`src/design/rlnc_defines.vh`:
```
// constants for the rotate-left-no-carry execution block
`ifndef RLNC_DEFINES_VH
`define RLNC_DEFINES_VH
`define RLNC_OPC_HI 15:10
`define RLNC_OPC_VAL 6'h11
`define RLNC_D_BIT 9
`define RLNC_A_BIT 8
`define RLNC_F_HI 7:0
`define RLNC_ILO_MAX 8'h5F
`define RLNC_ACC_SPLIT 8'h60
`define RLNC_ACC_HI_BANK 4'hF
`define RLNC_ACC_LO_BANK 4'h0
`define RLNC_ZERO8 8'h00
`define RLNC_MSB 7
`define RLNC_LSBS 6:0
`define RLNC_ADDR_RST 12'h000
`define RLNC_BIT_CLR 1'h0
`define RLNC_BIT_SET 1'h1
`endif

```
`src/design/rlnc_core.v`:
```
// execution of the rotate-left-no-carry instruction over four q phases
// Summary of operation
// - decode 0100 01da opcode, rotate left one bit
// - d equal 0 writes working register
// - d equal 1 writes back source register
// - a selects access bank or bank select
// - extended set, a=0, f<=5Fh uses indexed offset
// - decode Q1, read Q2, rotate Q3, write Q4
// - only negative and zero flags change
`timescale 1ns/1ps
`default_nettype none
`include "rlnc_defines.vh"
module rlnc_core (
   // clock and reset
   input wire core_clk_i,
   input wire resetn_i,
   // instruction stream, one word per instruction cycle
   input wire insn_valid_i,
   input wire [15:0] insn_i,
   input wire ext_set_en_i,
   input wire [3:0] bank_select_register_i,
   input wire [7:0] index_base_i,
   // data memory port
   output reg [11:0] mem_addr_o,
   output reg mem_wr_o,
   output reg [7:0] mem_wdata_o,
   input wire [7:0] mem_rdata_i,
   // working register and status flags
   output reg [7:0] wreg_o,
   output reg neg_flag_o,
   output reg zero_flag_o,
   output reg busy_o,
   output reg done_o
);

   // one-hot phase codes, q1 doubles as idle
   localparam [3:0] ST_Q1 = 4'h1;
   localparam [3:0] ST_Q2 = 4'h2;
   localparam [3:0] ST_Q3 = 4'h4;
   localparam [3:0] ST_Q4 = 4'h8;

   // phase state
   reg [3:0] state_q;
   reg [3:0] state_d;
   // destination select latched at take
   reg dest_q;
   reg dest_d;
   // operand byte, read in q2 and rotated in q3
   reg [7:0] rot_q;
   reg [7:0] rot_d;
   // next values of the memory port outputs
   reg [11:0] mem_addr_d;
   reg mem_wr_d;
   reg [7:0] mem_wdata_d;
   // next values of working register and flags
   reg [7:0] wreg_d;
   reg neg_d;
   reg zero_d;
   // next values of phase status outputs
   reg busy_d;
   reg done_d;
   // address calculation
   reg [8:0] idx_sum;
   reg [7:0] addr_off;
   reg [11:0] addr_calc;
   // decoded fields
   wire is_op;
   wire take;
   wire [7:0] f_field;
   wire d_field;
   wire a_field;
   wire [7:0] rot_res;

   // instruction fields
   assign f_field = insn_i[`RLNC_F_HI];
   assign d_field = insn_i[`RLNC_D_BIT];
   assign a_field = insn_i[`RLNC_A_BIT];

   // opcode match, word taken only while idle in q1
   assign is_op = (insn_i[`RLNC_OPC_HI] == `RLNC_OPC_VAL);
   assign take = (state_q == ST_Q1) && insn_valid_i && is_op;

   // left rotate, msb wraps into lsb, no carry path
   assign rot_res = {rot_q[`RLNC_LSBS], rot_q[`RLNC_MSB]};

   // indexed offset sum, carry out dropped on purpose
   always @* begin
      idx_sum = {`RLNC_BIT_CLR, index_base_i} + {`RLNC_BIT_CLR, f_field};
   end

   // effective address from access bit, bank and indexed mode
   always @* begin
      addr_off = f_field;
      addr_calc = {`RLNC_ACC_LO_BANK, f_field};
      if (a_field) begin
         addr_calc = {bank_select_register_i, f_field};
      end else if (ext_set_en_i && (f_field <= `RLNC_ILO_MAX)) begin
         addr_off = idx_sum[`RLNC_F_HI];
         addr_calc = {`RLNC_ACC_LO_BANK, addr_off};
      end else if (f_field < `RLNC_ACC_SPLIT) begin
         addr_calc = {`RLNC_ACC_LO_BANK, f_field};
      end else begin
         addr_calc = {`RLNC_ACC_HI_BANK, f_field};
      end
   end

   // phase sequencer, one pass per taken word
   always @* begin
      case (state_q)
         ST_Q1: begin
            state_d = take ? ST_Q2 : ST_Q1;
         end
         ST_Q2: begin
            state_d = ST_Q3;
         end
         ST_Q3: begin
            state_d = ST_Q4;
         end
         ST_Q4: begin
            state_d = ST_Q1;
         end
         default: begin
            state_d = ST_Q1;
         end
      endcase
   end

   // destination select kept for the q4 write
   always @* begin
      dest_d = dest_q;
      if (take) begin
         dest_d = d_field;
      end
   end

   // operand capture in q2, rotate in q3
   always @* begin
      case (state_q)
         ST_Q2: begin
            rot_d = mem_rdata_i;
         end
         ST_Q3: begin
            rot_d = rot_res;
         end
         default: begin
            rot_d = rot_q;
         end
      endcase
   end

   // operand address, held from q2 until the next take
   always @* begin
      mem_addr_d = mem_addr_o;
      if (take) begin
         mem_addr_d = addr_calc;
      end
   end

   // write back to the file register in q4 when d is set
   always @* begin
      mem_wr_d = `RLNC_BIT_CLR;
      mem_wdata_d = mem_wdata_o;
      if ((state_q == ST_Q4) && dest_q) begin
         mem_wr_d = `RLNC_BIT_SET;
         mem_wdata_d = rot_q;
      end
   end

   // working register load in q4 when d is clear
   always @* begin
      wreg_d = wreg_o;
      if ((state_q == ST_Q4) && !dest_q) begin
         wreg_d = rot_q;
      end
   end

   // negative and zero flags only; carry is not touched
   always @* begin
      neg_d = neg_flag_o;
      zero_d = zero_flag_o;
      if (state_q == ST_Q4) begin
         neg_d = rot_q[`RLNC_MSB];
         zero_d = (rot_q == `RLNC_ZERO8);
      end
   end

   // busy from take through q4, done pulse after q4
   always @* begin
      busy_d = busy_o;
      done_d = `RLNC_BIT_CLR;
      if (take) begin
         busy_d = `RLNC_BIT_SET;
      end
      if (state_q == ST_Q4) begin
         busy_d = `RLNC_BIT_CLR;
         done_d = `RLNC_BIT_SET;
      end
   end

   // phase state and operand registers
   always @(posedge core_clk_i) begin
      if (!resetn_i) begin
         state_q <= ST_Q1;
         dest_q <= `RLNC_BIT_CLR;
         rot_q <= `RLNC_ZERO8;
      end else begin
         state_q <= state_d;
         dest_q <= dest_d;
         rot_q <= rot_d;
      end
   end

   // data memory port registers
   always @(posedge core_clk_i) begin
      if (!resetn_i) begin
         mem_addr_o <= `RLNC_ADDR_RST;
         mem_wr_o <= `RLNC_BIT_CLR;
         mem_wdata_o <= `RLNC_ZERO8;
      end else begin
         mem_addr_o <= mem_addr_d;
         mem_wr_o <= mem_wr_d;
         mem_wdata_o <= mem_wdata_d;
      end
   end

   // working register and status flag registers
   always @(posedge core_clk_i) begin
      if (!resetn_i) begin
         wreg_o <= `RLNC_ZERO8;
         neg_flag_o <= `RLNC_BIT_CLR;
         zero_flag_o <= `RLNC_BIT_CLR;
      end else begin
         wreg_o <= wreg_d;
         neg_flag_o <= neg_d;
         zero_flag_o <= zero_d;
      end
   end

   // phase status registers
   always @(posedge core_clk_i) begin
      if (!resetn_i) begin
         busy_o <= `RLNC_BIT_CLR;
         done_o <= `RLNC_BIT_CLR;
      end else begin
         busy_o <= busy_d;
         done_o <= done_d;
      end
   end

   // note: a word offered while busy is simply not taken
   // note: the indexed base is a plain 8-bit value
   // note: only the low byte of the sum reaches the bus
   // note: bank select is sampled at take only
   // note: the access split sits at the indexed limit plus one
   // note: read data must settle within the q2 cycle
endmodule
`default_nettype wire

```
`config.mk`:
```
export PLATFORM = sky130hd
export DESIGN_NAME = rlnc_core
export DESIGN_NICKNAME = d
export VERILOG_FILES = /design/src/design/rlnc_core.v
export VERILOG_INCLUDE_DIRS = /design/src /design/src/design
export SDC_FILE = /design/constraint.sdc
export NUM_CORES = 1
export LEC_CHECK = 0
export BUFFER_PORTS_ARGS = -buffer_cell sky130_fd_sc_hd__buf_2
export CELL_PAD_IN_SITES_DETAIL_PLACEMENT = 1
export CELL_PAD_IN_SITES_GLOBAL_PLACEMENT = 1
export CORE_ASPECT_RATIO = 1.25
export CORE_MARGIN = 10
export CORE_UTILIZATION = 35
export CTS_CLUSTER_DIAMETER = 60
export CTS_CLUSTER_SIZE = 20
export DETAILED_ROUTE_END_ITERATION = 8
export PLACE_DENSITY = 0.87
export SYNTH_ARGS = -nofsm -noshare
export SYNTH_HDL_FRONTEND = slang
export SYNTH_SLANG_ARGS = --single-unit
```
`constraint.sdc`:
```
create_clock -name core_clk_i -period 3.7 [get_ports core_clk_i]
set_input_delay 0.74 -clock core_clk_i [delete_from_list [all_inputs] [get_ports core_clk_i]]
set_output_delay 0.74 -clock core_clk_i [all_outputs]
set_load 0.02 [all_outputs]
```
Word-level counts from Yosys, hierarchy flattened:

Index checks and enable logic that the tools add are counted.

* $add $sub $neg: 1
* multipliers: 0
* div/mod/pow operators: 0
* magnitude comparators: 2
* equality and inequality tests: 5
* shifts and indexed selects: 0
* multiplexer cells: 8
* bitwise operators: 1
* reduce and logical (&&, ||, !) cells: 9

Operators by type and width (count)
* $mux W12: 3
* $pmux W8 S2: 1
* $pmux W4 S3: 1
* $add A8 B8 Y8: 1
* $le A8 B7 Y1 const B: 1
* $logic_not A8 Y1: 1
* $lt A8 B7 Y1 const B: 1
* $eq A6 B5 Y1 const B: 1
* $logic_and A1 B1 Y1: 5
* $eq A4 B1 Y1 const B: 1
* $eq A4 B2 Y1 const B: 1
* $eq A4 B3 Y1 const B: 1
* $eq A4 B4 Y1 const B: 1
* $mux W1: 2
* $mux W2: 1
* $reduce_bool A2 Y1: 1
* $reduce_or A2 Y1: 1
* $logic_not A1 Y1: 1
* $not A1 Y1: 1

* register bits after elaboration: 46
* latch bits: 0
* RAM bits: 0
* ROM bits: 0
* input bits: 40
* memories: 0

Longest topological paths before layout:

Gate-level depths: netlist of the first run.

* depth in word-level cells: 5
* depth in mapped cells: 7
* depth with buffers taken out: 7

Worst setup path after synthesis of the first run:

Ideal clock, no wire load.

* path kind: input to register
* start: in insn_i[13]
* end: reg mem_addr_o[7]
* arrival time: 2.020 ns
* required time: 3.572 ns
* path slack: 1.552 ns
* stages: 5
* cell sequence: or4b_4 or3_1 clkbuf_1 a21oi_1 a31oi_1

* cells in the longest elaborated chain, start to end: 2

RTL lines
* from (decl): RTL line rlnc_core.v:19 `input wire [15:0] insn_i,`
* $eq A6 B5 Y1 (no source line)
* $logic_and A1 B1 Y1: RTL line rlnc_core.v:81 `assign take = (state_q == ST_Q1) && insn_valid_i && is_op;`
* to (signal assigned): RTL line rlnc_core.v:216 `` mem_addr_o <= `RLNC_ADDR_RST; ``
* to (signal assigned): RTL line rlnc_core.v:220 `mem_addr_o <= mem_addr_d;`
* to (decl): RTL line rlnc_core.v:24 `output reg [11:0] mem_addr_o,`

Every way passes these cells.
A chain may end at the register's enable or synchronous reset.

Worst setup path in the final report of the first run:

* start: in insn_i[13]
* end: reg mem_addr_o[2]

Same word-level chain as after synthesis.

==> out/qor.csv, run 1 <==
stage,metric,value,unit
floorplanning,dieArea,9750,um2
synthesis,synth-seq-cells,46,
worst_setup_path,crit_slowest_cell,nor3_4,
worst_setup_path,required,3890,ps
global_route,grt_pass1_wl,10600,um
synthesis,synth_area_leaders,"dfxtp_1 (43%), mux2i_1 (6.5%), nor2_1 (5.0%), a21oi_1 (4.2%), ha_1 (4.0%)",
placement,hpwl,5060,um
clock_tree,cts_made_buffers,5,
worst_setup_path,cp_cell_sequence,"buf_2, or4b_4, nor3_4, nor2_1, a311oi_1",
worst_setup_path,crit_type,primary input to flip-flop,
synthesis,syn_inst,247,
worst_setup_path,critical_path.top_delay_family,simple AND/OR/NAND/NOR gates,
sta,fin_hold_ws,452,ps
synthesis,ys_types,50,
placement,place_area,2580,um2
synthesis,synth_flop_cell,dfxtp_1,
routing,drt_drc_violations_left,0,
sta,maxSlewHeadroom,21.4,%
sta,fmax,431,MHz
clock_tree,clk_latency,290,ps
sta,drv_slew,0,
synthesis,post-synth-top-count-cell,dfxtp_1,
synthesis,synth_top_area_share,42.5,%
cells_and_area,finalInstanceArea,2670,um2
run_status,status,finished clean,
routing,drtAntennaViolNets,0,
sta,min_period,2320,ps
sta,setup_violations,0,
floorplanning,core,6090,um2
routing,num_vias,2093,
worst_setup_path,reg2reg_to,mem_addr_o[2],
sta,rsz0062_at_grt,false,
worst_setup_path,critPathLaunch,insn_i[13],
clock_tree,cts-htree-levels,2,
routing,vias_per_cell,5.22,
clock_tree,cts_tree,yes,
sta,max_slew.worst_pin.slew,1180,ps
floorplanning,die_y,108,um
synthesis,yosysSeqAreaShare,42.5,%
worst_setup_path,reg2regPathDepth,4,
worst_setup_path,startpoint_type,primary input,
global_route,overflow,0,
synthesis,syn_area_per_cell,8.77,um2
synthesis,synth_common_cells,"dfxtp_1 (46), nor2_1 (29), nand2_1 (21)",
global_route,antenna_found_initial,0,
worst_setup_path,crit_path_end_kind,flip-flop,
hold_path,hold_path.class,flip-flop to flip-flop,
worst_setup_path,ff2ff_setup_slack,1590,ps
sta,finClkSkew,4.59,ps
worst_setup_path,regToRegStartpoint,state_q[1],
sta,final_hold_viol_count,0,
cells_and_area,antenna_cells,0,
sta,setup_tns,0,ps
synthesis,yosysTopAreaCell,dfxtp_1,
cells_and_area,final_nets,363,
placement,routabilityCongestion,0.805,
synthesis,yosysWarningCount,0,
synthesis,synth_area,2170,um2
clock_tree,cts_sinks,46,
cells_and_area,drive_above_1_share,29.1,%
placement,numPortBuffers,72,
cells_and_area,final_cell_count_no_fill,401,
run,timing.max_cap.violations,0,
routing,drt_pass1_iterations,4,
cells_and_area,utilization,43.9,%
floorplanning,design.portCount,73,
worst_setup_path,cp.buffers_inverters,1,
worst_setup_path,crit_path_end,mem_addr_o[2],
sta,period_share,62.6,%
global_route,grt_max_degree,39,
clock_tree,cts_resized,0,
power,ir_worst_vdd,0.122,mV
placement,dp_cells,393,
routing,routedWlPerCell,15.9,um
clock_tree,postCtsSetupBuffers,0,
clock_tree,clk_path_buf_depth,2,
floorplanning,fp.dieW,90.4,um
worst_setup_path,slowest_delay,730,ps
synthesis,syn-num-nets,295,
synthesis,async_reset_ff_share,0,%
clock_tree,hold_buffers,0,
floorplanning,rows,32,
worst_setup_path,crit_cells,5,
floorplanning,initial_core_util,35.6,%
worst_setup_path,crit_fanout,19,
clock_tree,path_clk_slew,80,ps
global_route,grtUsageTotal,12.9,%
global_route,grt_pass1_vias,2323,
worst_setup_path,cp.arrival,2500,ps
clock_tree,clock-root-buffer,clkbuf_8,
power,p_per_area,340,nW/um2
cells_and_area,syn_to_final_growth,23.5,%
power,leakage,1.14,nW
synthesis,synth_edf_count,0,
routing,drt-total-wl,6360,um
routing,drt_iter0_drc,40,
through the flow:
stage | worst slack, ps | total power, mW
5_1_grt | 1250 | 0.952
3_5_place_dp | 1040 | 0.611
3_3_place_gp | 1090 | 0.607
6_report | 1380 | 0.909
4_1_cts | 1340 | 0.919
2_1_floorplan | 1550 | 0.569
layout make-up:
cell class,instances,area [um2]
Clock inverter,1,5.00
Inverter,11,41.3
Multi-Input combinational cell,178,1150
Sequential cell,46,921
Clock buffer,7,86.3
Tap cell,85,106
Fill cell,768,3410
Timing Repair Buffer,73,368
cells in the final DEF (no fill, tap or decap), types with 2 or more instances in the layout:
master,count
a211oi_1,2
a21o_1,2
a21oi_1,18
a311oi_1,2
a31oi_1,3
and2_1,2
buf_2,72
clkbuf_8,6
dfxtp_1,46
ha_1,7
inv_1,11
mux2i_1,14
nand2_1,21
nand2b_1,4
nand3_1,14
nand3b_1,2
nor2_1,29
nor3_1,10
nor4_1,2
o211ai_1,3
o21a_1,2
o21ai_0,5
o22ai_1,8
o31ai_1,2
or4b_2,2
or4b_4,2
xnor2_1,2
metal layers:
layer	vias up	global-route usage (%)	part of all wire, %
li1	1014	-	-
met4	0	4.44	1.3
met2	69	23.7	51
met5	-	0	0
met3	10	4.58	7.0
met1	1000	13.4	41
how the worst min path moves through the flow:
stage / cells past startpoint / end / slack [ps] / startpoint
after floorplan: 2 / mem_wdata_o[3] / 480 / rot_q[3]
after global placement: 2 / mem_wdata_o[0] / 440 / mem_wdata_o[0]
after detailed placement: 2 / mem_wdata_o[2] / 450 / mem_wdata_o[2]
after CTS: 2 / mem_wdata_o[2] / 460 / mem_wdata_o[2]
after global routing: 2 / mem_wdata_o[1] / 480 / mem_wdata_o[1]
final: 2 / mem_wdata_o[2] / 450 / mem_wdata_o[2]
state kept, by name (all words and copies together) (netlist names), 4 cells and up:
name         flops
mem_addr_o      12
rot_q            8
mem_wdata_o      8
wreg_o           8
state_q          4
cells by family after synthesis:
family                   after synthesis  synth area share (%)
AO/OA/AOI/OAI                         56                  17.3
AND/OR/NAND/NOR                       98                  23.3
XOR/XNOR                               2                 0.809
multiplexers                          14                  6.47
buffers and inverters                 23                  4.56
adder cells (fa/ha/maj)                8                  4.97
flip-flops                            46                  42.5
worst register-to-register path: cells and delay by family (launching register included):
kind,cells,cell delay [ps]
AND/OR/NAND/NOR,3,1370
flip-flops,1,340
AO/OA/AOI/OAI,1,290
power by group:
part	switching (mW)	internal (mW)	leakage, nW	total, mW
logic	0.0576	0.0448	0.724	0.102
registers	0.000750	0.495	0.370	0.496
clock network	0.159	0.151	0.0482	0.310
Power figures use the tool's default switching activity.
==> run 2, diff against run 1 <==
--- a/config.mk
+++ b/config.mk
@@ -6,6 +6,7 @@
 export SDC_FILE = /design/constraint.sdc
 export NUM_CORES = 1
 export LEC_CHECK = 0
+export ABC_AREA = 1
 export BUFFER_PORTS_ARGS = -buffer_cell sky130_fd_sc_hd__buf_2
 export CELL_PAD_IN_SITES_DETAIL_PLACEMENT = 1
 export CELL_PAD_IN_SITES_GLOBAL_PLACEMENT = 1
@@ -15,7 +16,7 @@
 export CTS_CLUSTER_DIAMETER = 60
 export CTS_CLUSTER_SIZE = 20
 export DETAILED_ROUTE_END_ITERATION = 8
-export PLACE_DENSITY = 0.87
+export PLACE_DENSITY = 0.88
 export SYNTH_ARGS = -nofsm -noshare
 export SYNTH_HDL_FRONTEND = slang
 export SYNTH_SLANG_ARGS = --single-unit
==> constraint.sdc (replaced) <==
create_clock -name core_clk_i -period 2.4 [get_ports core_clk_i]
set_input_delay 0.48 -clock core_clk_i [delete_from_list [all_inputs] [get_ports core_clk_i]]
set_output_delay 0.48 -clock core_clk_i [all_outputs]
set_load 0.02 [all_outputs]
==> out/qor.csv, run 2 <==
stage,metric,value,unit,change
cells_and_area,largest_register_ffs,12,,unchanged
power,p_per_area,522,nW/um2,+54%
routing,drt_drc_violations_left,0,,unchanged
clock_tree,cts_made_buffers,5,,unchanged
synthesis,synth-seq-cells,46,,unchanged
cells_and_area,finalInstanceArea,2700,um2,+0.98%
sta,finClkSkew,13.9,ps,+9.34 ps
worst_setup_path,crit_type,primary input to flip-flop,,
synthesis,synth_common_cells,"nand2_1 (51), dfxtp_1 (46), a21oi_1 (36)",,
clock_tree,clk_latency,310,ps,+20 ps
placement,routabilityCongestion,0.858,,+6.6%
hold_path,hold_path.class,primary input to flip-flop,,
cells_and_area,antenna_cells,0,,unchanged
clock_tree,hold_buffers,0,,unchanged
routing,num_vias,2233,,+6.7%
sta,rsz0062_at_grt,false,,
clock_tree,cts-htree-levels,2,,unchanged
routing,routedWlPerCell,15.1,um,-5.1%
routing,drt-total-wl,6620,um,+4.1%
routing,drt_pass1_iterations,4,,unchanged
worst_setup_path,cp.arrival,1870,ps,-630 ps
floorplanning,fp.dieW,90.9,um,+0.63%
sta,setup_tns,0,ps,unchanged
clock_tree,path_clk_slew,100,ps,+20 ps
placement,place_area,2610,um2,+0.97%
cells_and_area,drive_above_1_share,28.5,%,-0.66 points
floorplanning,die_y,109,um,+0.66%
cells_and_area,largest_register,mem_addr_o,,
synthesis,syn-num-nets,331,,+12%
synthesis,syn_area_per_cell,7.78,um2,-11%
synthesis,synth_area,2200,um2,+1.6%
global_route,grt_max_degree,21,,-46%
sta,drv_slew,0,,unchanged
floorplanning,initial_core_util,35.9,%,+0.34 points
global_route,grtUsageTotal,13.5,%,+0.60 points
worst_setup_path,startpoint_type,primary input,,
routing,drtAntennaViolNets,0,,unchanged
synthesis,yosysTopAreaCell,dfxtp_1,,
placement,hpwl,5270,um,+4.2%
synthesis,syn_inst,283,,+15%
clock_tree,cts_sinks,46,,unchanged
floorplanning,dieArea,9880,um2,+1.3%
sta,fmax,614,MHz,
power,leakage,1.25,nW,+9.6%
routing,vias_per_cell,5.08,,-2.8%
placement,numPortBuffers,72,,unchanged
clock_tree,clock-root-buffer,clkbuf_8,,
sta,maxSlewHeadroom,72.3,%,+51 points
run_status,status,finished clean,,
cells_and_area,final_cell_mix,"buf_2 (72), nand2_1 (51), dfxtp_1 (46)",,
clock_tree,clk_path_buf_depth,2,,unchanged
worst_setup_path,crit_fanout,2,,-17
global_route,antenna_found_initial,0,,unchanged
synthesis,synth_top_area_share,41.8,%,-0.68 points
synthesis,ys_types,35,,-30%
synthesis,synth_area_leaders,"dfxtp_1 (42%), nand2_1 (8.7%), a21oi_1 (8.2%), nand3_1 (6.4%), nor2_1 (5.6%)",,
worst_setup_path,critPathLaunch,insn_i[0],,
synthesis,async_reset_ff_share,0,%,unchanged
worst_setup_path,required,2640,ps,-1250 ps
worst_setup_path,regToRegStartpoint,dest_q,,
clock_tree,cts_resized,0,,unchanged
synthesis,post-synth-top-count-cell,nand2_1,,
sta,min_period,1630,ps,
clock_tree,cts_tree,yes,,
cells_and_area,final_common_cell,buf_2,,
floorplanning,rows,32,,unchanged
synthesis,yosysWarningCount,0,,unchanged
cells_and_area,final_nets,402,,+11%
global_route,overflow,0,,unchanged
floorplanning,core,6130,um2,+0.66%
sta,fin_hold_ws,401,ps,-51.3 ps
synthesis,yosysSeqAreaShare,41.8,%,-0.68 points
cells_and_area,syn_to_final_growth,22.7,%,
power,ir_worst_vdd,0.256,mV,+110%
global_route,grt_pass1_vias,2315,,-0.34%
sta,max_slew.worst_pin.slew,415,ps,-762 ps
sta,setup_violations,0,,unchanged
hold_path,hp-start,mem_rdata_i[1],,
worst_setup_path,crit_path_end_kind,flip-flop,,
synthesis,synth_edf_count,0,,unchanged
run,timing.max_cap.violations,0,,unchanged
sta,final_hold_viol_count,0,,unchanged
clock_tree,postCtsSetupBuffers,0,,unchanged
routing,drt_iter0_drc,55,,+38%
global_route,grt_pass1_wl,11100,um,+4.5%
floorplanning,design.portCount,73,,unchanged
synthesis,synth_flop_cell,dfxtp_1,,
sta,period_share,67.9,%,
run 2: worst paths after layout:
| kind | end | slack (ps) | depth (start not counted) |
|---|---|---|---|
| worst max register to register | wreg_o[0] | 1010 | 4 |
| worst max-delay path | mem_addr_o[6] | 770 | 9 |
| worst min-delay path | rot_q[1] | 400 | 3 |
| worst min register to register | wreg_o[6] | 460 | 2 |
run 2: area by class of cell:
type,count,area [um2]
Fill cell,809,3430
Inverter,23,91.3
Timing Repair Buffer,73,368
Tap cell,85,106
Multi-Input combinational cell,205,1120
Clock buffer,5,68.8
Clock inverter,3,23.8
Sequential cell,46,921
run 2: where the power goes:
group	switching (mW)	internal [mW]
sequential	0.00119	0.764
clock	0.283	0.209
combinational	0.0900	0.0634
run 2: cell families (layout without fill, tap and decap cells):
family	Yosys count	in the layout	share of synthesized area [%]
DFF	46	46	41.8
AOI/OAI and AO/OA	61	61	17.0
xor gates and xnor gates	3	3	1.19
and+or+nand+nor	133	133	27.9
adders and majority gates	8	8	4.89
buffers and inverters	32	104	7.22
run 2: per-stage QoR:
step | utilization, % | power [mW] | cells | setup slack (ps)
final | 44.1 | 1.41 | 440 | 770
after global routing | 44.1 | 1.49 | 440 | 683
after CTS | 44.1 | 1.43 | 440 | 791
after detailed placement | 42.6 | 0.937 | 432 | 464
after global placement | 42.6 | 0.931 | 432 | 580
after floorplan | - | 0.873 | 283 | 754
run 2: worst max-delay path, cell delays in order:
cell and delay [ps]:
buf_2 90, ha_1 170, inv_1 60, fa_1 400
o21ai_1 230, nand2_1 110, nand3b_1 100, nand3_1 90
a21oi_1 140
run 2: layer usage:
layer	up-vias	GRT usage (%)	wire length, um
li1	1098	-	-
met1	1057	14.8	2720
met2	69	23.9	3340
met3	9	4.54	449
met4	0	4.93	115
met5	-	0	0
==> run 3, diff against run 2 <==
==> constraint.sdc (replaced) <==
create_clock -name core_clk_i -period 1.5 [get_ports core_clk_i]
set_input_delay 0.3 -clock core_clk_i [delete_from_list [all_inputs] [get_ports core_clk_i]]
set_output_delay 0.3 -clock core_clk_i [all_outputs]
set_load 0.02 [all_outputs]
==> out/qor.csv, run 3 (same netlist as run 2, synthesis figures left out) <==
stage,metric,value,unit,change
run_status,status,finished clean,,
sta,min_period,1370,ps,
worst_setup_path,crit_fanout,2,,unchanged
cells_and_area,utilization,45.9,%,+1.8 points
floorplanning,initial_core_util,35.9,%,unchanged
cells_and_area,drive_above_1_share,31.4,%,+3.0 points
floorplanning,fp.dieW,90.9,um,unchanged
worst_setup_path,reg2reg_to,rot_q[1],,
global_route,antenna_found_initial,0,,unchanged
sta,period_share,91.2,%,
sta,fin_hold_ws,222,ps,-179 ps
floorplanning,core,6130,um2,unchanged
power,clockPowerShare,34.0,%,-0.9 points
power,p_sw_share,26.2,%,-0.33 points
power,p_int,1.69,mW,+63%
sta,drv_slew,0,,unchanged
clock_tree,path_clk_slew,90,ps,about the same
global_route,overflow,0,,unchanged
hold_path,hp-start,mem_rdata_i[4],,
global_route,grt_max_degree,21,,unchanged
hold_path,min_to,rot_q[4],,
sta,finClkSkew,8.16,ps,-5.78 ps
placement,hpwl,5740,um,+8.8%
power,power,2.29,mW,+62%
power,p_sw,0.601,mW,+60%
cells_and_area,largest_register,mem_addr_o,,
routing,drtAntennaViolNets,0,,unchanged
cells_and_area,final_cell_mix,"buf_2 (72), nand2_1 (51), dfxtp_1 (46)",,
global_route,grt_pass1_wl,11800,um,+5.9%
cells_and_area,syn_to_final_growth,27.7,%,
clock_tree,clk_latency,300,ps,about the same
routing,drt_iter0_drc,76,,+38%
sta,maxSlewHeadroom,78.4,%,+6.1 points
routing,vias_per_cell,5.01,,-1.3%
routing,drt-total-wl,6950,um,+5.0%
cells_and_area,largest_register_ffs,12,,unchanged
cells_and_area,fill_cells,795,,-1.7%
hold_path,hold_path.class,primary input to flip-flop,,
worst_setup_path,crit_path_end_kind,flip-flop,,
power,power_frac_seq,53.4,%,-0.9 points
floorplanning,dieArea,9880,um2,unchanged
worst_setup_path,ff2ff_setup_slack,220,ps,-790 ps
global_route,grt_pass1_vias,2544,,+9.9%
clock_tree,cts-htree-levels,2,,unchanged
power,p_per_area,815,nW/um2,+56%
placement,numPortBuffers,72,,unchanged
run,timing.max_cap.violations,0,,unchanged
sta,final_hold_viol_count,0,,unchanged
clock_tree,clk_path_buf_depth,2,,unchanged
sta,max_slew.worst_pin.slew,323,ps,-92.3 ps
sta,fmax,731,MHz,
clock_tree,cts_sinks,46,,unchanged
clock_tree,cts_made_buffers,5,,unchanged
worst_setup_path,regToRegStartpoint,state_q[3],,
floorplanning,design.portCount,73,,unchanged
routing,num_vias,2274,,+1.8%
worst_setup_path,startpoint_type,primary input,,
placement,routabilityCongestion,0.866,,+0.91%
worst_setup_path,reg2regPathDepth,5,,+1
global_route,grtUsageTotal,14.5,%,+0.96 points
routing,drt_drc_violations_left,0,,unchanged
power,combPwrFrac,12.6,%,+1.7 points
cells_and_area,final_nets,416,,+3.5%
worst_setup_path,cp.arrival,1600,ps,-270 ps
clock_tree,hold_buffers,0,,unchanged
clock_tree,clock-root-buffer,clkbuf_8,,
cells_and_area,antenna_cells,0,,unchanged
floorplanning,die_y,109,um,unchanged
power,leakage,1.32,nW,+5.8%
worst_setup_path,required,1730,ps,-910 ps
cells_and_area,final_common_cell,buf_2,,
power,ir_worst_vdd,0.326,mV,+27%
routing,routedWlPerCell,15.3,um,+1.8%
routing,drt_pass1_iterations,4,,unchanged
sta,rsz0062_at_grt,false,,
sta,setup_violations,0,,unchanged
hold_path,holdPathStages,3,,unchanged
worst_setup_path,crit_type,primary input to flip-flop,,
clock_tree,cts_tree,yes,,
floorplanning,rows,32,,unchanged
==> run 3: changes by cell type in the layout (fill, tap and decap cells not counted) <==
cell | before | now
buf_4 | 1 | 15
clkinvlp_4 | 2 | 1
o21ai_2 | 0 | 1
o21ai_1 | 3 | 2
clkinv_4 | 0 | 1
==> run 3: cell type report <==
type	instances	area, um2	area share (%)
inverter	23	91.3	3.25
sequential	46	921	32.8
multi-input combinational	205	1120	40.0
clock buffer	5	68.8	2.45
tap	85	106	3.78
timing repair buffer	87	473	16.8
clock inverter	3	25.0	0.890
==> run 3: worst max-delay path, cell delays in order <==
cell and delay, ps:
buf_2 90, ha_1 150, inv_1 60, fa_1 400, o21ai_2 180, nand2_1 90, nand3b_1 90, nand3_1 70
a21oi_1 160
==> run 3: worst max-delay path by stage <==
stage | start | to | slack [ps] | cells after the start
3_3_place_gp | insn_i[0] | mem_addr_o[6] | -120 | 9
2_1_floorplan | insn_i[0] | mem_addr_o[6] | 30 | 9
4_1_cts | insn_i[0] | mem_addr_o[6] | 50 | 9
6_report | insn_i[0] | mem_addr_o[6] | 130 | 9
3_5_place_dp | insn_i[0] | mem_addr_o[6] | -270 | 9
5_1_grt | insn_i[0] | mem_addr_o[2] | 30 | 9
==> run 3: power groups by stage <==
stage | clock (mW) | combinational (mW) | sequential (mW)
final | 0.779 | 0.288 | 1.22
after global routing | 0.860 | 0.324 | 1.23
after floorplan | 0 | 0.142 | 1.26
after CTS | 0.807 | 0.288 | 1.22
after detailed placement | 0 | 0.287 | 1.25
after global placement | 0 | 0.271 | 1.25
==> run 3: stage by stage <==
| step | worst slack [ps] | cell area, um2 | cells | TNS (ps) |
|---|---|---|---|---|
| global placement | -119 | 2710 | 446 | -436 |
| detailed placement | -269 | 2710 | 446 | -1030 |
| CTS | 46.3 | 2810 | 454 | 0 |
| global route | 28.0 | 2810 | 454 | 0 |
| floorplan | 34.0 | 2200 | 283 | 0 |
| finish | 132 | 2810 | 454 | 0 |
==> run 3: layer usage <==
metal / GRT usage [%] / wire length [um]
met5: 0 / 0
met1: 14.8 / 2720
met4: 5.94 / 157
met3: 3.58 / 343
met2: 27.6 / 3730
==> run 3: timing repair <==
| action | 4_1_cts | 5_1_grt |
|---|---|---|
| endpoints found under the hold margin | 0 | 0 |
| buffers inserted | 0 | 0 |
| gates resized for setup | 0 | 1 |
| setup endpoints to repair | 0 | 1 |
